File: config.mk
export PLATFORM = sky130hd
export DESIGN_NAME = irq_edge_select_and_enable
export DESIGN_NICKNAME = d
export VERILOG_FILES = /design/src/pkg/irq_ctl_pkg.sv /design/src/rtl/ext_edge_sense.sv /design/src/rtl/irq_edge_select_and_enable.sv
export SDC_FILE = /design/constraint.sdc
export NUM_CORES = 1
export LEC_CHECK = 0
export CAP_MARGIN = 40
export CORE_MARGIN = 8
export CORE_UTILIZATION = 60
export CTS_CLUSTER_DIAMETER = 100
export DETAILED_ROUTE_END_ITERATION = 10
export DONT_BUFFER_PORTS = 1
export HOLD_SLACK_MARGIN = 0.1
export PLACE_DENSITY_LB_ADDON = 0.25
export SLEW_MARGIN = 20
export SYNTH_ARGS = -nofsm -noshare
export SYNTH_HDL_FRONTEND = slang
export SYNTH_HIERARCHICAL = 1
export SYNTH_SLANG_ARGS = --single-unit
File: constraint.sdc
create_clock -name i_mclk -period 2.6 [get_ports i_mclk]
set_clock_uncertainty 0.2 [all_clocks]
set_input_delay 0.52 -clock i_mclk [delete_from_list [all_inputs] [get_ports i_mclk]]
set_output_delay 0.52 -clock i_mclk [all_outputs]
set_load 0.01 [all_outputs]
File: src/pkg/irq_ctl_pkg.sv
// package: register map, reset values and carriers for the interrupt control slice
package irq_ctl_pkg;

	localparam int ADDR_W = 16;
	localparam int DATA_W = 8;
	localparam int NUM_EXT = 5;
	localparam int NUM_WAKEUP = 8;
	localparam int NUM_SRC = 16;

	// register offsets on the cpu bus
	localparam logic [15:0] OFS_EDGE_POLARITY = 16'hfff2;
	localparam logic [15:0] OFS_ENABLE_ONE    = 16'hfff3;
	localparam logic [15:0] OFS_ENABLE_TWO    = 16'hfff4;
	localparam logic [15:0] OFS_REQUEST_ONE   = 16'hfff6;
	localparam logic [15:0] OFS_REQUEST_TWO   = 16'hfff7;
	localparam logic [15:0] OFS_WAKEUP_REQ    = 16'hfff9;

	// reset values and bits that always read as one
	localparam logic [7:0] RST_EDGE_POLARITY = 8'he0;
	localparam logic [7:0] RST_ENABLE        = 8'h00;
	localparam logic [7:0] RST_REQUEST_ONE   = 8'h20;
	localparam logic [7:0] RST_REQUEST_TWO   = 8'h00;
	localparam logic [7:0] RST_WAKEUP_REQ    = 8'h00;
	localparam logic [7:0] EDGE_FIXED_ONES   = 8'he0;
	localparam logic [7:0] REQ_ONE_FIXED_ONES = 8'h20;
	localparam logic       EXT_PIN_IDLE      = 1'b1;

	// bit positions of enable/request group one
	localparam int BIT_TIMER_A    = 7;
	localparam int BIT_SERIAL_ONE = 6;
	localparam int BIT_WAKEUP     = 5;
	localparam int BIT_EXT_BASE   = 0;

	// bit positions of enable/request group two
	localparam int BIT_DIRECT_XFER = 7;
	localparam int BIT_ADC_DONE    = 6;
	localparam int BIT_SERIAL_TWO  = 5;
	localparam int BIT_TIMER_G     = 4;
	localparam int BIT_TIMER_FH    = 3;
	localparam int BIT_TIMER_FL    = 2;
	localparam int BIT_TIMER_C     = 1;
	localparam int BIT_TIMER_B     = 0;

	// source index in o_src_req, highest priority first
	localparam int SRC_EXT_BASE   = 0;
	localparam int SRC_WAKEUP     = 5;
	localparam int SRC_SERIAL_ONE = 6;
	localparam int SRC_TIMER_A    = 7;
	localparam int SRC_GROUP_TWO  = 8;

	typedef struct packed {
		logic [ADDR_W-1:0] addr;
		logic [DATA_W-1:0] wdata;
		logic              wr;
		logic              rd;
	} reg_req_t;

	// one-cycle event pulses from the peripherals
	typedef struct packed {
		logic timer_a_ovf;
		logic serial_one_done;
		logic timer_b_ovf;
		logic timer_c_ovf_udf;
		logic timer_fl_match;
		logic timer_fl_ovf;
		logic timer_fh_match;
		logic timer_fh_ovf;
		logic timer_g_capture;
		logic timer_g_ovf;
		logic serial_two_done;
		logic serial_two_abort;
		logic adc_done;
		logic direct_xfer;
	} periph_evt_t;

endpackage

File: src/rtl/ext_edge_sense.sv
// edge detector for one external interrupt line
`timescale 1ns/1ns
`default_nettype none
module ext_edge_sense
	import irq_ctl_pkg::*;
(
	// clock and reset
	input  wire logic i_mclk,
	input  wire logic i_arst_n,
	// line and selection
	input  wire logic i_line,
	input  wire logic i_sel_rising,
	input  wire logic i_irq_mode,
	// detected edge, same cycle
	output logic      o_hit
);

	logic prev;

	// idle-high reset keeps a high line at release from faking a rising edge
	always_ff @(posedge i_mclk or negedge i_arst_n) begin
		if (!i_arst_n) begin
			prev <= EXT_PIN_IDLE;
		end else begin
			prev <= i_line;
		end
	end

	always_comb begin
		if (!i_irq_mode) begin
			o_hit = 1'b0;
		end else if (i_sel_rising) begin
			o_hit = ~prev & i_line;
		end else begin
			o_hit = prev & ~i_line;
		end
	end

endmodule // ext_edge_sense
`default_nettype wire

File: src/rtl/irq_edge_select_and_enable.sv
// interrupt edge select, enable and request flag registers
// Notes on behaviour
// - eight-bit edge register, low five bits select
// - edge register bits 7..5 read one, fixed
// - select zero falling, one rising; resets zero
// - select bit four steers line four (adc trigger)
// - select bit three steers line three (timer f)
// - select bit two steers line two (timer c)
// - select bit one steers line one (timer b)
// - select bit zero steers dedicated line zero
// - enable register one, read/write, resets zero
// - enable one bit 7 gates timer a
// - enable one bit 6 gates serial one
// - enable one bit 5 gates all wakeups
// - enable one bits 4..0 gate external lines
// - enable register two, read/write, resets zero
// - enable two bit 7 gates direct transfer
// - enable two bit 6 gates adc done
// - enable two bit 5 gates serial two
// - enable two bit 4 gates timer g
// - enable two bit 3 gates timer fh
// - enable two bit 2 gates timer fl
// - enable two bit 1 gates timer c
// - enable two bit 0 gates timer b
// - chosen edge on interrupt-mode pin sets flag
// - flags cleared by writing zero only
// - cpu mask blocks acceptance, flags still set
//
// Design decisions made here: the address map and the strobed register port.
`timescale 1ns/1ns
`default_nettype none
module irq_edge_select_and_enable
	import irq_ctl_pkg::*;
(
	// clock and reset
	input  wire logic                    i_mclk,
	input  wire logic                    i_arst_n,
	// register port
	input  wire reg_req_t                i_bus,
	output logic [DATA_W-1:0]            o_rdata,
	// external lines and their pin mode
	input  wire logic [NUM_EXT-1:0]      i_ext_line,
	input  wire logic [NUM_EXT-1:0]      i_ext_irq_mode,
	// event pulses
	input  wire logic [NUM_WAKEUP-1:0]   i_wakeup_evt,
	input  wire periph_evt_t             i_periph,
	// processor side
	input  wire logic                    i_cpu_mask,
	output logic [NUM_SRC-1:0]           o_src_req,
	output logic                         o_int_req
);

	logic [NUM_EXT-1:0]    edge_sel;
	logic [7:0]            enable_one;
	logic [7:0]            enable_two;
	logic [7:0]            request_one;
	logic [7:0]            request_two;
	logic [NUM_WAKEUP-1:0] wakeup_flag;
	logic [NUM_EXT-1:0]    ext_hit;
	logic [7:0]            set_one;
	logic [7:0]            set_two;
	logic [7:0]            next_rdata;

	function automatic logic reg_wr(input reg_req_t req, input logic [ADDR_W-1:0] ofs);
		reg_wr = req.wr && (req.addr == ofs);
	endfunction

	// writing one keeps a flag, zero clears, a new event wins over the clear
	function automatic logic [7:0] flag_next(input logic [7:0] cur, input logic [7:0] set,
			input logic hit, input logic [7:0] wd);
		flag_next = (hit ? (cur & wd) : cur) | set;
	endfunction

	// edge detection, one instance per external line
	genvar gi;
	generate
		for (gi = 0; gi < NUM_EXT; gi++) begin : g_ext
			ext_edge_sense u_sense (
				.i_mclk       (i_mclk),
				.i_arst_n     (i_arst_n),
				.i_line       (i_ext_line[gi]),
				.i_sel_rising (edge_sel[gi]),
				.i_irq_mode   (i_ext_irq_mode[gi]),
				.o_hit        (ext_hit[gi])
			);
		end
	endgenerate

	// edge select register
	always_ff @(posedge i_mclk or negedge i_arst_n) begin
		if (!i_arst_n) begin
			edge_sel <= RST_EDGE_POLARITY[NUM_EXT-1:0];
		end else if (reg_wr(i_bus, OFS_EDGE_POLARITY)) begin
			edge_sel <= i_bus.wdata[NUM_EXT-1:0];
		end
	end

	// enable registers
	always_ff @(posedge i_mclk or negedge i_arst_n) begin
		if (!i_arst_n) begin
			enable_one <= RST_ENABLE;
		end else if (reg_wr(i_bus, OFS_ENABLE_ONE)) begin
			enable_one <= i_bus.wdata;
		end
	end

	always_ff @(posedge i_mclk or negedge i_arst_n) begin
		if (!i_arst_n) begin
			enable_two <= RST_ENABLE;
		end else if (reg_wr(i_bus, OFS_ENABLE_TWO)) begin
			enable_two <= i_bus.wdata;
		end
	end

	// request flag set terms
	always_comb begin
		set_one = 8'h00;
		set_one[BIT_TIMER_A] = i_periph.timer_a_ovf;
		set_one[BIT_SERIAL_ONE] = i_periph.serial_one_done;
		set_one[BIT_EXT_BASE +: NUM_EXT] = ext_hit;
		set_two = 8'h00;
		set_two[BIT_DIRECT_XFER] = i_periph.direct_xfer;
		set_two[BIT_ADC_DONE] = i_periph.adc_done;
		set_two[BIT_SERIAL_TWO] = i_periph.serial_two_done | i_periph.serial_two_abort;
		set_two[BIT_TIMER_G] = i_periph.timer_g_capture | i_periph.timer_g_ovf;
		set_two[BIT_TIMER_FH] = i_periph.timer_fh_match | i_periph.timer_fh_ovf;
		set_two[BIT_TIMER_FL] = i_periph.timer_fl_match | i_periph.timer_fl_ovf;
		set_two[BIT_TIMER_C] = i_periph.timer_c_ovf_udf;
		set_two[BIT_TIMER_B] = i_periph.timer_b_ovf;
	end

	// flags hold through acceptance; the mask does not stop them setting
	always_ff @(posedge i_mclk or negedge i_arst_n) begin
		if (!i_arst_n) begin
			request_one <= RST_REQUEST_ONE;
		end else begin
			request_one <= flag_next(request_one, set_one,
				reg_wr(i_bus, OFS_REQUEST_ONE), i_bus.wdata);
		end
	end

	always_ff @(posedge i_mclk or negedge i_arst_n) begin
		if (!i_arst_n) begin
			request_two <= RST_REQUEST_TWO;
		end else begin
			request_two <= flag_next(request_two, set_two,
				reg_wr(i_bus, OFS_REQUEST_TWO), i_bus.wdata);
		end
	end

	// wakeup edges are detected at the pins; only the flags live here
	always_ff @(posedge i_mclk or negedge i_arst_n) begin
		if (!i_arst_n) begin
			wakeup_flag <= RST_WAKEUP_REQ;
		end else begin
			wakeup_flag <= flag_next(wakeup_flag, i_wakeup_evt,
				reg_wr(i_bus, OFS_WAKEUP_REQ), i_bus.wdata);
		end
	end

	// read data, valid only in the cycle after the read strobe
	always_comb begin
		next_rdata = 8'h00;
		if (i_bus.rd) begin
			case (i_bus.addr)
				OFS_EDGE_POLARITY: next_rdata = EDGE_FIXED_ONES | {3'h0, edge_sel};
				OFS_ENABLE_ONE:    next_rdata = enable_one;
				OFS_ENABLE_TWO:    next_rdata = enable_two;
				OFS_REQUEST_ONE:   next_rdata = request_one | REQ_ONE_FIXED_ONES;
				OFS_REQUEST_TWO:   next_rdata = request_two;
				OFS_WAKEUP_REQ:    next_rdata = wakeup_flag;
				default:           next_rdata = 8'h00;
			endcase
		end
	end

	always_ff @(posedge i_mclk or negedge i_arst_n) begin
		if (!i_arst_n) begin
			o_rdata <= 8'h00;
		end else begin
			o_rdata <= next_rdata;
		end
	end

	// per-source requests; combinational from flag and enable flip-flops
	generate
		for (gi = 0; gi < NUM_EXT; gi++) begin : g_req_ext
			assign o_src_req[SRC_EXT_BASE + gi] =
				request_one[BIT_EXT_BASE + gi] & enable_one[BIT_EXT_BASE + gi];
		end
		// group two maps bit for bit in priority order: bit 0 is timer b
		for (gi = 0; gi < 8; gi++) begin : g_req_two
			assign o_src_req[SRC_GROUP_TWO + gi] =
				request_two[gi] & enable_two[gi];
		end
	endgenerate

	assign o_src_req[SRC_WAKEUP] = (|wakeup_flag) & enable_one[BIT_WAKEUP];
	assign o_src_req[SRC_SERIAL_ONE] =
		request_one[BIT_SERIAL_ONE] & enable_one[BIT_SERIAL_ONE];
	assign o_src_req[SRC_TIMER_A] = request_one[BIT_TIMER_A] & enable_one[BIT_TIMER_A];

	// the core masks acceptance; the pending view stays visible in o_src_req
	assign o_int_req = (|o_src_req) & ~i_cpu_mask;

	// checks on the register and flag behaviour
	property p_edge_fixed_ones;
		@(posedge i_mclk) disable iff (!i_arst_n)
		(i_bus.rd && i_bus.addr == OFS_EDGE_POLARITY) |=> (o_rdata[7:5] == 3'b111);
	endproperty
	a_edge_fixed_ones: assert property (p_edge_fixed_ones) else $error("edge register top bits not one");

	property p_edge_readback;
		@(posedge i_mclk) disable iff (!i_arst_n)
		(i_bus.wr && i_bus.addr == OFS_EDGE_POLARITY) ##1 (i_bus.rd && i_bus.addr == OFS_EDGE_POLARITY)
		|=> (o_rdata[4:0] == $past(i_bus.wdata[4:0], 2));
	endproperty
	a_edge_readback: assert property (p_edge_readback) else $error("edge select readback wrong");

	property p_fall_sets_line0;
		@(posedge i_mclk) disable iff (!i_arst_n)
		($past(i_ext_line[0]) && !i_ext_line[0] && i_ext_irq_mode[0] && !edge_sel[0])
		|=> request_one[0];
	endproperty
	a_fall_sets_line0: assert property (p_fall_sets_line0) else $error("falling edge missed on line 0");

	property p_rise_sets_line4;
		@(posedge i_mclk) disable iff (!i_arst_n)
		(!$past(i_ext_line[4]) && i_ext_line[4] && i_ext_irq_mode[4] && edge_sel[4])
		|=> request_one[4];
	endproperty
	a_rise_sets_line4: assert property (p_rise_sets_line4) else $error("rising edge missed on line 4");

	property p_wrong_edge_quiet;
		@(posedge i_mclk) disable iff (!i_arst_n)
		(!request_one[2] && $past(i_ext_line[2]) && !i_ext_line[2] && edge_sel[2])
		|=> !request_one[2];
	endproperty
	a_wrong_edge_quiet: assert property (p_wrong_edge_quiet) else $error("line 2 set on unselected edge");

	property p_mode_off_quiet;
		@(posedge i_mclk) disable iff (!i_arst_n)
		(!i_ext_irq_mode[1] && !request_one[1]) |=> !request_one[1];
	endproperty
	a_mode_off_quiet: assert property (p_mode_off_quiet) else $error("line 1 set while not in irq mode");

	property p_write_one_keeps;
		@(posedge i_mclk) disable iff (!i_arst_n)
		(i_bus.wr && i_bus.addr == OFS_REQUEST_TWO && i_bus.wdata == 8'hff)
		|=> (($past(request_two) & ~request_two) == 8'h00);
	endproperty
	a_write_one_keeps: assert property (p_write_one_keeps) else $error("writing one dropped a flag");

	property p_set_beats_clear;
		@(posedge i_mclk) disable iff (!i_arst_n)
		(i_bus.wr && i_bus.addr == OFS_REQUEST_TWO && !i_bus.wdata[BIT_ADC_DONE] && i_periph.adc_done)
		|=> request_two[BIT_ADC_DONE] ##1 (request_two[BIT_ADC_DONE] || $past(i_bus.wr));
	endproperty
	a_set_beats_clear: assert property (p_set_beats_clear) else $error("event lost to a clear");

	property p_mask_blocks;
		@(posedge i_mclk) disable iff (!i_arst_n)
		i_cpu_mask |-> !o_int_req;
	endproperty
	a_mask_blocks: assert property (p_mask_blocks) else $error("request passed the cpu mask");

	property p_disable_drops;
		@(posedge i_mclk) disable iff (!i_arst_n)
		(i_bus.wr && i_bus.addr == OFS_ENABLE_TWO && !i_bus.wdata[BIT_ADC_DONE])
		|=> !o_src_req[SRC_GROUP_TWO + BIT_ADC_DONE];
	endproperty
	a_disable_drops: assert property (p_disable_drops) else $error("adc request despite disable");

	property p_wakeup_common;
		@(posedge i_mclk) disable iff (!i_arst_n)
		(i_wakeup_evt[3] && enable_one[BIT_WAKEUP] && !(i_bus.wr && i_bus.addr == OFS_ENABLE_ONE))
		|=> o_src_req[SRC_WAKEUP];
	endproperty
	a_wakeup_common: assert property (p_wakeup_common) else $error("wakeup request not raised");

endmodule // irq_edge_select_and_enable
`default_nettype wire

Yosys cells after proc, flatten, opt, wreduce, memory -nomap -nowiden. Index checks and enable logic that the tools add are counted.

Bits in registers: 58. Output and inout port bits: 25. Input port bits: 61.

Mux-type cells: 15. Equality and inequality tests: 6. Bitwise operators: 48. Reductions and logical operators: 8.

Operators with widths (number): == test 16 bit (second input constant) (6); case mux 8 bit (6 select lines) (1); two-way mux 8 bit (4); AND 1 bit (27); AND 8 bit (3); OR 8 bit (3); OR reduction 16 bit (1); inverter 1 bit (11); two-way mux 1 bit (10); OR reduction 8 bit (1); logical AND 1 bit (6); OR 1 bit (4).

Depth between registers and ports, before layout. Gate-level depths: netlist of the first run.

Depth after elaboration: 5. Mapped depth: 5. Gate-level depth less buffers: 4.

Hierarchy. The synthesis of the first run kept the hierarchy.

Modules (own cells, without submodules): irq_edge_select_and_enable (sequential area each 1301.2 sq um, times used 1, cells an instance 199, area an instance 2567.5 sq um); ext_edge_sense (sequential area each 26.3 sq um, times used 5, cells an instance 4, area an instance 50.0 sq um).

Worst setup path before layout of the first run. OpenSTA, ideal clock, no wires.

Path type: input to register. From: input i_bus[13] (netlist name). To: register enable_two[5]. Arrival: 1870 ps. Stages: 4. Data required time: 2275 ps. Path buffers: 0. Slack: 405 ps. Path through: or4b_4 > nor4_4 > nand2_4 > mux2_4.

Cells in the longest elaborated chain, start to end: 2.

RTL lines: start: declaration (line irq_edge_select_and_enable.sv:39) `input wire reg_req_t i_bus,`; == test 16 bit (line irq_edge_select_and_enable.sv:65) `reg_wr = req.wr && (req.addr == ofs);`; logical AND 1 bit (line irq_edge_select_and_enable.sv:65); end signal: assignment (line irq_edge_select_and_enable.sv:111) `enable_two <= i_bus.wdata;`; end: declaration (line irq_edge_select_and_enable.sv:55) `logic [7:0] enable_two;`.

No other way between the ends. A chain may end at the register's enable or synchronous reset.

Final worst setup path of the first run.
From: register request_two[5]. To: output o_int_req.

Cells in the longest elaborated chain, start to end: 3.

RTL lines: start: declaration (line irq_edge_select_and_enable.sv:57) `logic [7:0] request_two;`; start signal: assignment (line irq_edge_select_and_enable.sv:146) `request_two <= flag_next(request_two, set_two,`; AND 1 bit (line irq_edge_select_and_enable.sv:194) `request_two[gi] & enable_two[gi];`; via o_src_req[13] (line irq_edge_select_and_enable.sv:49) `output logic [NUM_SRC-1:0] o_src_req,`; OR reduction 16 bit (line irq_edge_select_and_enable.sv:204) `assign o_int_req = (|o_src_req) & ~i_cpu_mask;`; AND 1 bit (line irq_edge_select_and_enable.sv:204); end: declaration (line irq_edge_select_and_enable.sv:50) `output logic o_int_req`.

The timed path passes the listed nets, and every way through them passes these cells.

==> metrics.cfg, run 1 <==
[outcome]
status = finished, final reports clean

[setup_path]
required_ns = 1.88
crit_type = reg -> out
endpoint_kind = output pin
start_kind = flip-flop
crit_arrival_ns = 1.82
ff2ff_setup_slack_ns = 1.07
worstPathMaxFanout = 3

[clocking]
clock_path_buffers = 2
numCtsBuffers = 9
cts_tree = built
cts-root-buf = clkbuf_8
path_clk_slew_ns = 0.07
cts.sinks = 57
clk_latency_ns = 0.32
h-tree-depth = 3

[yosys]
ys_seq_area_share_pct = 50.84
synth_cell_type_count = 34
syn_inst = 219
syn_nets = 280
synth_seq_cells = 57
yosys_warnings = 6
synth_area_per_cell_um2 = 12.87
netlist_area_um2 = 2818

[power_and_ir_drop]
leakage_nw = 1.391
irDropWorstVdd_mv = 0.4410
power-per-cell-area_nw_per_um2 = 528.1

[drt]
first_pass_iters = 4
ant_nets = 0
num_vias = 2181
first_iter_violations = 173
drc = 0
viasPerCell = 6.837
drt_wl_total_mm = 7.756
wl_per_cell_um = 24.31

[placed_design]
dpl-instance-area_um2 = 2910
portBuffers = 0
dp_cells = 274
dp_hpwl_mm = 5.271
gp_congestion = 0.8664

[timing]
layout_min_cycle_time_ns = 2.537
fmax_ghz = 0.3942
setup_viol = 0
fin_setup_tns_ns = 0
finalMaxSlewViolations = 0
hold_viol = 0
rsz0062_at_grt = no
relSlewSlack_pct = 57.34
fin_crit_sh_pct = 97.57
worst_pin_slew_ns = 0.6342

[grt]
grt_usage_pct = 22.00
antenna_found_initial = 1
grtUsageMet3_pct = 8.585
grt-busiest-layer = met2
use_met2_pct = 34.72
overflow = 0
grt_util_met1_pct = 24.77
grt_first_pass_wirelength_mm = 12.24
first_global_vias = 2285
grt_max_degree = 58

[cells_and_area]
fin_cells = 319
fillCellCount = 298
num-nets-final = 320
final_cell_area_um2 = 3450
syn2layout_area_growth_pct = 22.42
final_layout_size_suffix_gt1_share_pct = 24.62

[job]
maxCapViolations = 0

[die]
die-area_um2 = 7145
start_util_pct = 60.86
design.core.area_um2 = 4629
die_w_um = 84.53
dieHeight_um = 84.53
rows = 25
ioPinCount = 86

[worst_hold_path]
hp-class = in -> reg

==> cell usage in the layout (no fill, tap or decap), drive strengths merged, types with 3 or more instances in the layout <==
cell	n
dfrtp	52
a31oi	6
nand4	3
nor4	8
a22oi	16
nand4b	6
and2	15
a21o	19
mux2	21
nand3b	23
dlygate4sd3	27
nand2	9
nand4bb	8
buf	8
a211o	4
clkbuf	14
dfstp	5
==> layer usage <==
| metal | routed length, um | share of wire, % |
|---|---|---|
| met1 | 2726 | 35 |
| met2 | 3868 | 50 |
| met3 | 921 | 12 |
| met4 | 240 | 3.1 |
| met5 | 0 | 0 |
==> kinds of logic (layout without fill, tap and decap cells) <==
family / after synthesis / count (layout) / share of synthesized area (%)
compound gates: 54 / 54 / 14.43
mux: 21 / 21 / 8.659
flops: 57 / 57 / 50.84
simple gates: 80 / 80 / 24.96
buf+inv: 7 / 52 / 1.110
other cells: 0 / 1 / 0
==> cells in the mapped netlist <==
master / number / area share [%]
nand2_1: 6 / 0.80
or4b_1: 1 / 0.36
nand4bb_1: 8 / 3.2
nor4_4: 6 / 4.5
nor2_1: 2 / 0.27
nor4_1: 2 / 0.44
nor3_1: 2 / 0.36
a21o_1: 19 / 5.1
a22oi_1: 16 / 4.3
mux2_2: 17 / 6.8
or4b_4: 1 / 0.49
nand2_2: 1 / 0.22
mux2_1: 2 / 0.80
buf_1: 2 / 0.27
nand4b_1: 6 / 1.9
a221oi_1: 2 / 0.62
nand4_4: 1 / 0.75
or4_1: 2 / 0.53
a31oi_1: 6 / 1.3
a41oi_1: 1 / 0.31
nand4_2: 2 / 0.89
dfrtp_1: 52 / 46
a21oi_1: 2 / 0.36
a21boi_0: 1 / 0.27
buf_2: 4 / 0.71
nand2_4: 2 / 0.80
a222oi_1: 2 / 0.71
inv_1: 1 / 0.13
nand3b_1: 23 / 6.1
and2_1: 15 / 3.3
mux2_4: 2 / 1.1
a211oi_1: 1 / 0.27
a211o_1: 4 / 1.2
dfstp_2: 5 / 4.7
==> critical path: stages (launching register included) <==
cell and delay [ns]:
dfrtp_1 0.40, and2_4 0.19, or4_4 0.57, nor3_4 0.18
a41oi_2 0.16
==> flip-flops by register name (all words and copies together), names as in the netlist <==
signal / count
g_ext.u_sense/prev: 5
enable_two: 8
request_two: 8
enable_one: 8
o_rdata: 8
request_one: 7
edge_sel: 5
wakeup_flag: 8
==> through the flow <==
| stage | power [mW] | worst slack, ns | utilization [%] | hold WS [ns] |
|---|---|---|---|---|
| CTS | 1.831 | 0.02257 | 74.14 | 0.1004 |
| global route | 1.878 | 0.002153 | 74.51 | 0.1103 |
| finish | 1.822 | 0.06316 | 74.51 | 0.1074 |
| detailed placement | 0.9421 | 0.3083 | 62.86 | 0.02669 |
| floorplan | 0.9446 | 0.4052 | - | 0.02441 |
| global placement | 0.9407 | 0.3348 | 62.86 | 0.02646 |
==> worst paths after layout <==
check                                    startpoint                               to  cells past startpoint
max                        request_two[5]$_DFF_PN0_                        o_int_req                      4
min                                     i_periph[3]         request_two[5]$_DFF_PN0_                      1
max reg2reg                request_two[2]$_DFF_PN0_         request_two[2]$_DFF_PN0_                      2
min reg2reg                request_two[6]$_DFF_PN0_         request_two[6]$_DFF_PN0_                      1
max in group asynchronous                  i_arst_n  g_ext[2].u_sense/prev$_DFF_PN1_                      2
min in group asynchronous                  i_arst_n             o_rdata[5]$_DFF_PN0_                      2
==> area by class of cell <==
type	instances	area [um2]	share of cell area, %
flip-flops and latches	57	1433	41.53
multi-input cells	155	1385	40.15
clock inverters	2	35.03	1.016
diodes	1	2.502	0.07254
inverters	1	3.754	0.1088
repair buffers	35	350.3	10.16
clock buffers	14	172.7	5.005
well taps	54	67.56	1.959
==> report_power, final <==
part | switching, mW | internal [mW]
Sequential | 0.00215 | 0.895
Combinational | 0.0362 | 0.0451
Clock | 0.323 | 0.521
==> repair_timing <==
item | 4_1_cts | 5_1_grt
setup buffers | 0 | 0
gates resized for setup | 3 | 6
hold endpoints to repair | 80 | 0
cloned | 0 | 0
endpoints found under the setup margin | 1 | 1
pin swaps | 0 | 2
hold buffers | 28 | 0
(Power assumes the default switching activity.)
==> run 2, diff against run 1 <==
CTS_BUF_LIST = sky130_fd_sc_hd__clkbuf_4   (was unset)
==> metrics.cfg, run 2 (same netlist as run 1, synthesis figures left out) <==
[drt]
first_iter_violations = 130  ; -25%
wl_per_cell_um = 24.24  ; -0.31%
ant_nets = 0  ; unchanged
drt_wl_total_mm = 8.023  ; +3.4%
num_vias = 2237  ; +2.6%
first_pass_iters = 4  ; unchanged
viasPerCell = 6.758  ; -1.2%
drc = 0  ; unchanged

[placed_design]
dp_cells = 274  ; unchanged
dpl-instance-area_um2 = 2910  ; unchanged
post-place-ws_ns = 0.3083  ; unchanged
gp_congestion = 0.8664  ; unchanged
portBuffers = 0  ; unchanged
dp_hpwl_mm = 5.271  ; unchanged

[power_and_ir_drop]
p_seq_share_pct = 55.9  ; +6.7 points
power_switching_uw = 350.8  ; -3.0%
p_sw_share_pct = 21.90  ; +2.1 points
power.total_mw = 1.602  ; -12%
leakage_nw = 1.409  ; +1.3%
irDropWorstVdd_mv = 0.3549  ; -20%
clock_power_share_pct = 38.2  ; -8.1 points
power-per-cell-area_nw_per_um2 = 458.8  ; -13%
p_int_mw = 1.251  ; -14%
p_comb_share_pct = 5.9  ; +1.4 points

[timing]
relSlewSlack_pct = 56.09  ; -1.3 points
setup_viol = 1  ; +1
fin_ws_ns = -0.009159  ; -0.07232 ns
fmax_ghz = 0.3833  ; -2.8%
hold_viol = 0  ; unchanged
rsz0062_at_grt = yes
worst_pin_slew_ns = 0.6528  ; +0.01861 ns
layout_min_cycle_time_ns = 2.609  ; +0.07232 ns
finalMaxSlewViolations = 0  ; unchanged
hold_ws_ns = 0.1216  ; +0.01418 ns
fin_crit_sh_pct = 100.4  ; +2.8 points
fin_setup_tns_ns = -0.009159  ; -0.009159 ns

[worst_hold_path]
hp-class = in -> reg
min_to = wakeup_flag[6]$_DFF_PN0_
holdPathStages = 2  ; +1
worstHoldStart = i_bus[1]

[die]
dieHeight_um = 84.53  ; unchanged
start_util_pct = 60.86  ; unchanged
rows = 25  ; unchanged
ioPinCount = 86  ; unchanged
design.core.area_um2 = 4629  ; unchanged
die-area_um2 = 7145  ; unchanged
die_w_um = 84.53  ; unchanged

[grt]
first_global_vias = 2367  ; +3.6%
grt_max_degree = 58  ; unchanged
antenna_found_initial = 1  ; unchanged
overflow = 0  ; unchanged
grt_first_pass_wirelength_mm = 12.67  ; +3.5%
grt_usage_pct = 22.91  ; +0.91 points

[clocking]
h-tree-depth = 3  ; unchanged
numCtsBuffers = 9  ; unchanged
cts.sinks = 57  ; unchanged
clk_latency_ns = 0.40  ; +0.08 ns
cts-root-buf = clkbuf_4
cts_tree = built
path_clk_slew_ns = 0.10  ; +0.03 ns
clock_path_buffers = 2  ; unchanged

[cells_and_area]
fillCellCount = 298  ; unchanged
syn2layout_area_growth_pct = 23.89
regArea_um2 = 1433  ; unchanged
final_layout_size_suffix_gt1_share_pct = 25.36  ; +0.74 points
layout_common_cells = dfrtp_1, dlygate4sd3_1, nand3b_1, a21o_1, mux2_2
num-nets-final = 332  ; +3.8%
fin_cells = 331  ; +3.8%
final_common_cell = dfrtp_1
multiInputGateArea_um2 = 1393  ; +0.54%
postLayoutCoreUtil_pct = 75.41  ; +0.89 points
final_cell_area_um2 = 3491  ; +1.2%

[setup_path]
required_ns = 1.88  ; about the same
r2r_start = request_two[5]$_DFF_PN0_
crit_type = reg -> out
ff2ff_setup_slack_ns = 0.94  ; -0.13 ns
reg2reg_depth = 3  ; +1
worstPathMaxFanout = 2  ; -1
endpoint_kind = output pin
rr_endpoint = request_two[5]$_DFF_PN0_
crit_arrival_ns = 1.89  ; +0.07 ns
start_kind = flip-flop

[outcome]
status = finished, violations left
violations = setup timing

[job]
maxCapViolations = 0  ; unchanged

==> run 2: power groups by stage <==
stage | clock [mW] | combinational, mW | sequential [mW]
finish | 0.611 | 0.0948 | 0.895
global placement | 0 | 0.0283 | 0.912
global route | 0.662 | 0.102 | 0.896
floorplan | 0 | 0.0325 | 0.912
CTS | 0.618 | 0.0953 | 0.895
detailed placement | 0 | 0.0294 | 0.913
==> run 2: how the worst max path moves through the flow <==
stage,depth (start not counted),end,from
floorplan,4,enable_two[5]$_DFFE_PN0P_,i_bus[13]
global placement,4,o_int_req,request_two[5]$_DFF_PN0_
detailed placement,4,o_int_req,request_two[5]$_DFF_PN0_
CTS,4,o_int_req,request_two[2]$_DFF_PN0_
global route,4,o_int_req,request_two[2]$_DFF_PN0_
finish,4,o_int_req,request_two[5]$_DFF_PN0_
==> run 2: final cells by class <==
cell class	instances	share of cell area (%)
sequential	57	41.04
tap	54	1.935
timing repair buffer	47	13.26
antenna	1	0.07168
inverter	1	0.1075
clock buffer	11	2.366
clock inverter	5	1.326
multi-input combinational	155	39.89
==> run 2: critical path: stages, from the launching register on <==
cell,delay (ns)
dfrtp_1,0.40
and2_4,0.19
or4_4,0.54
nor3_4,0.18
a41oi_2,0.17
==> run 2: repair_timing <==
action                                 in CTS  in global routing
gates resized for setup                     7                  6
hold buffers                               37                  0
setup endpoints to repair                   1                  1
gates cloned                                0                  0
setup buffers                               0                  3
endpoints found under the hold margin     101                  0
pin swaps                                   1                  3
==> run 2: routing by layer <==
layer / global-route usage (%) / share of wire, % / vias to the layer above
met2: 36.01 / 50 / 115
met1: 26.34 / 37 / 1129
met5: 0 / 0 / -
met3: 8.780 / 9.0 / 25
li1: - / - / 968
met4: 12.46 / 3.3 / 0
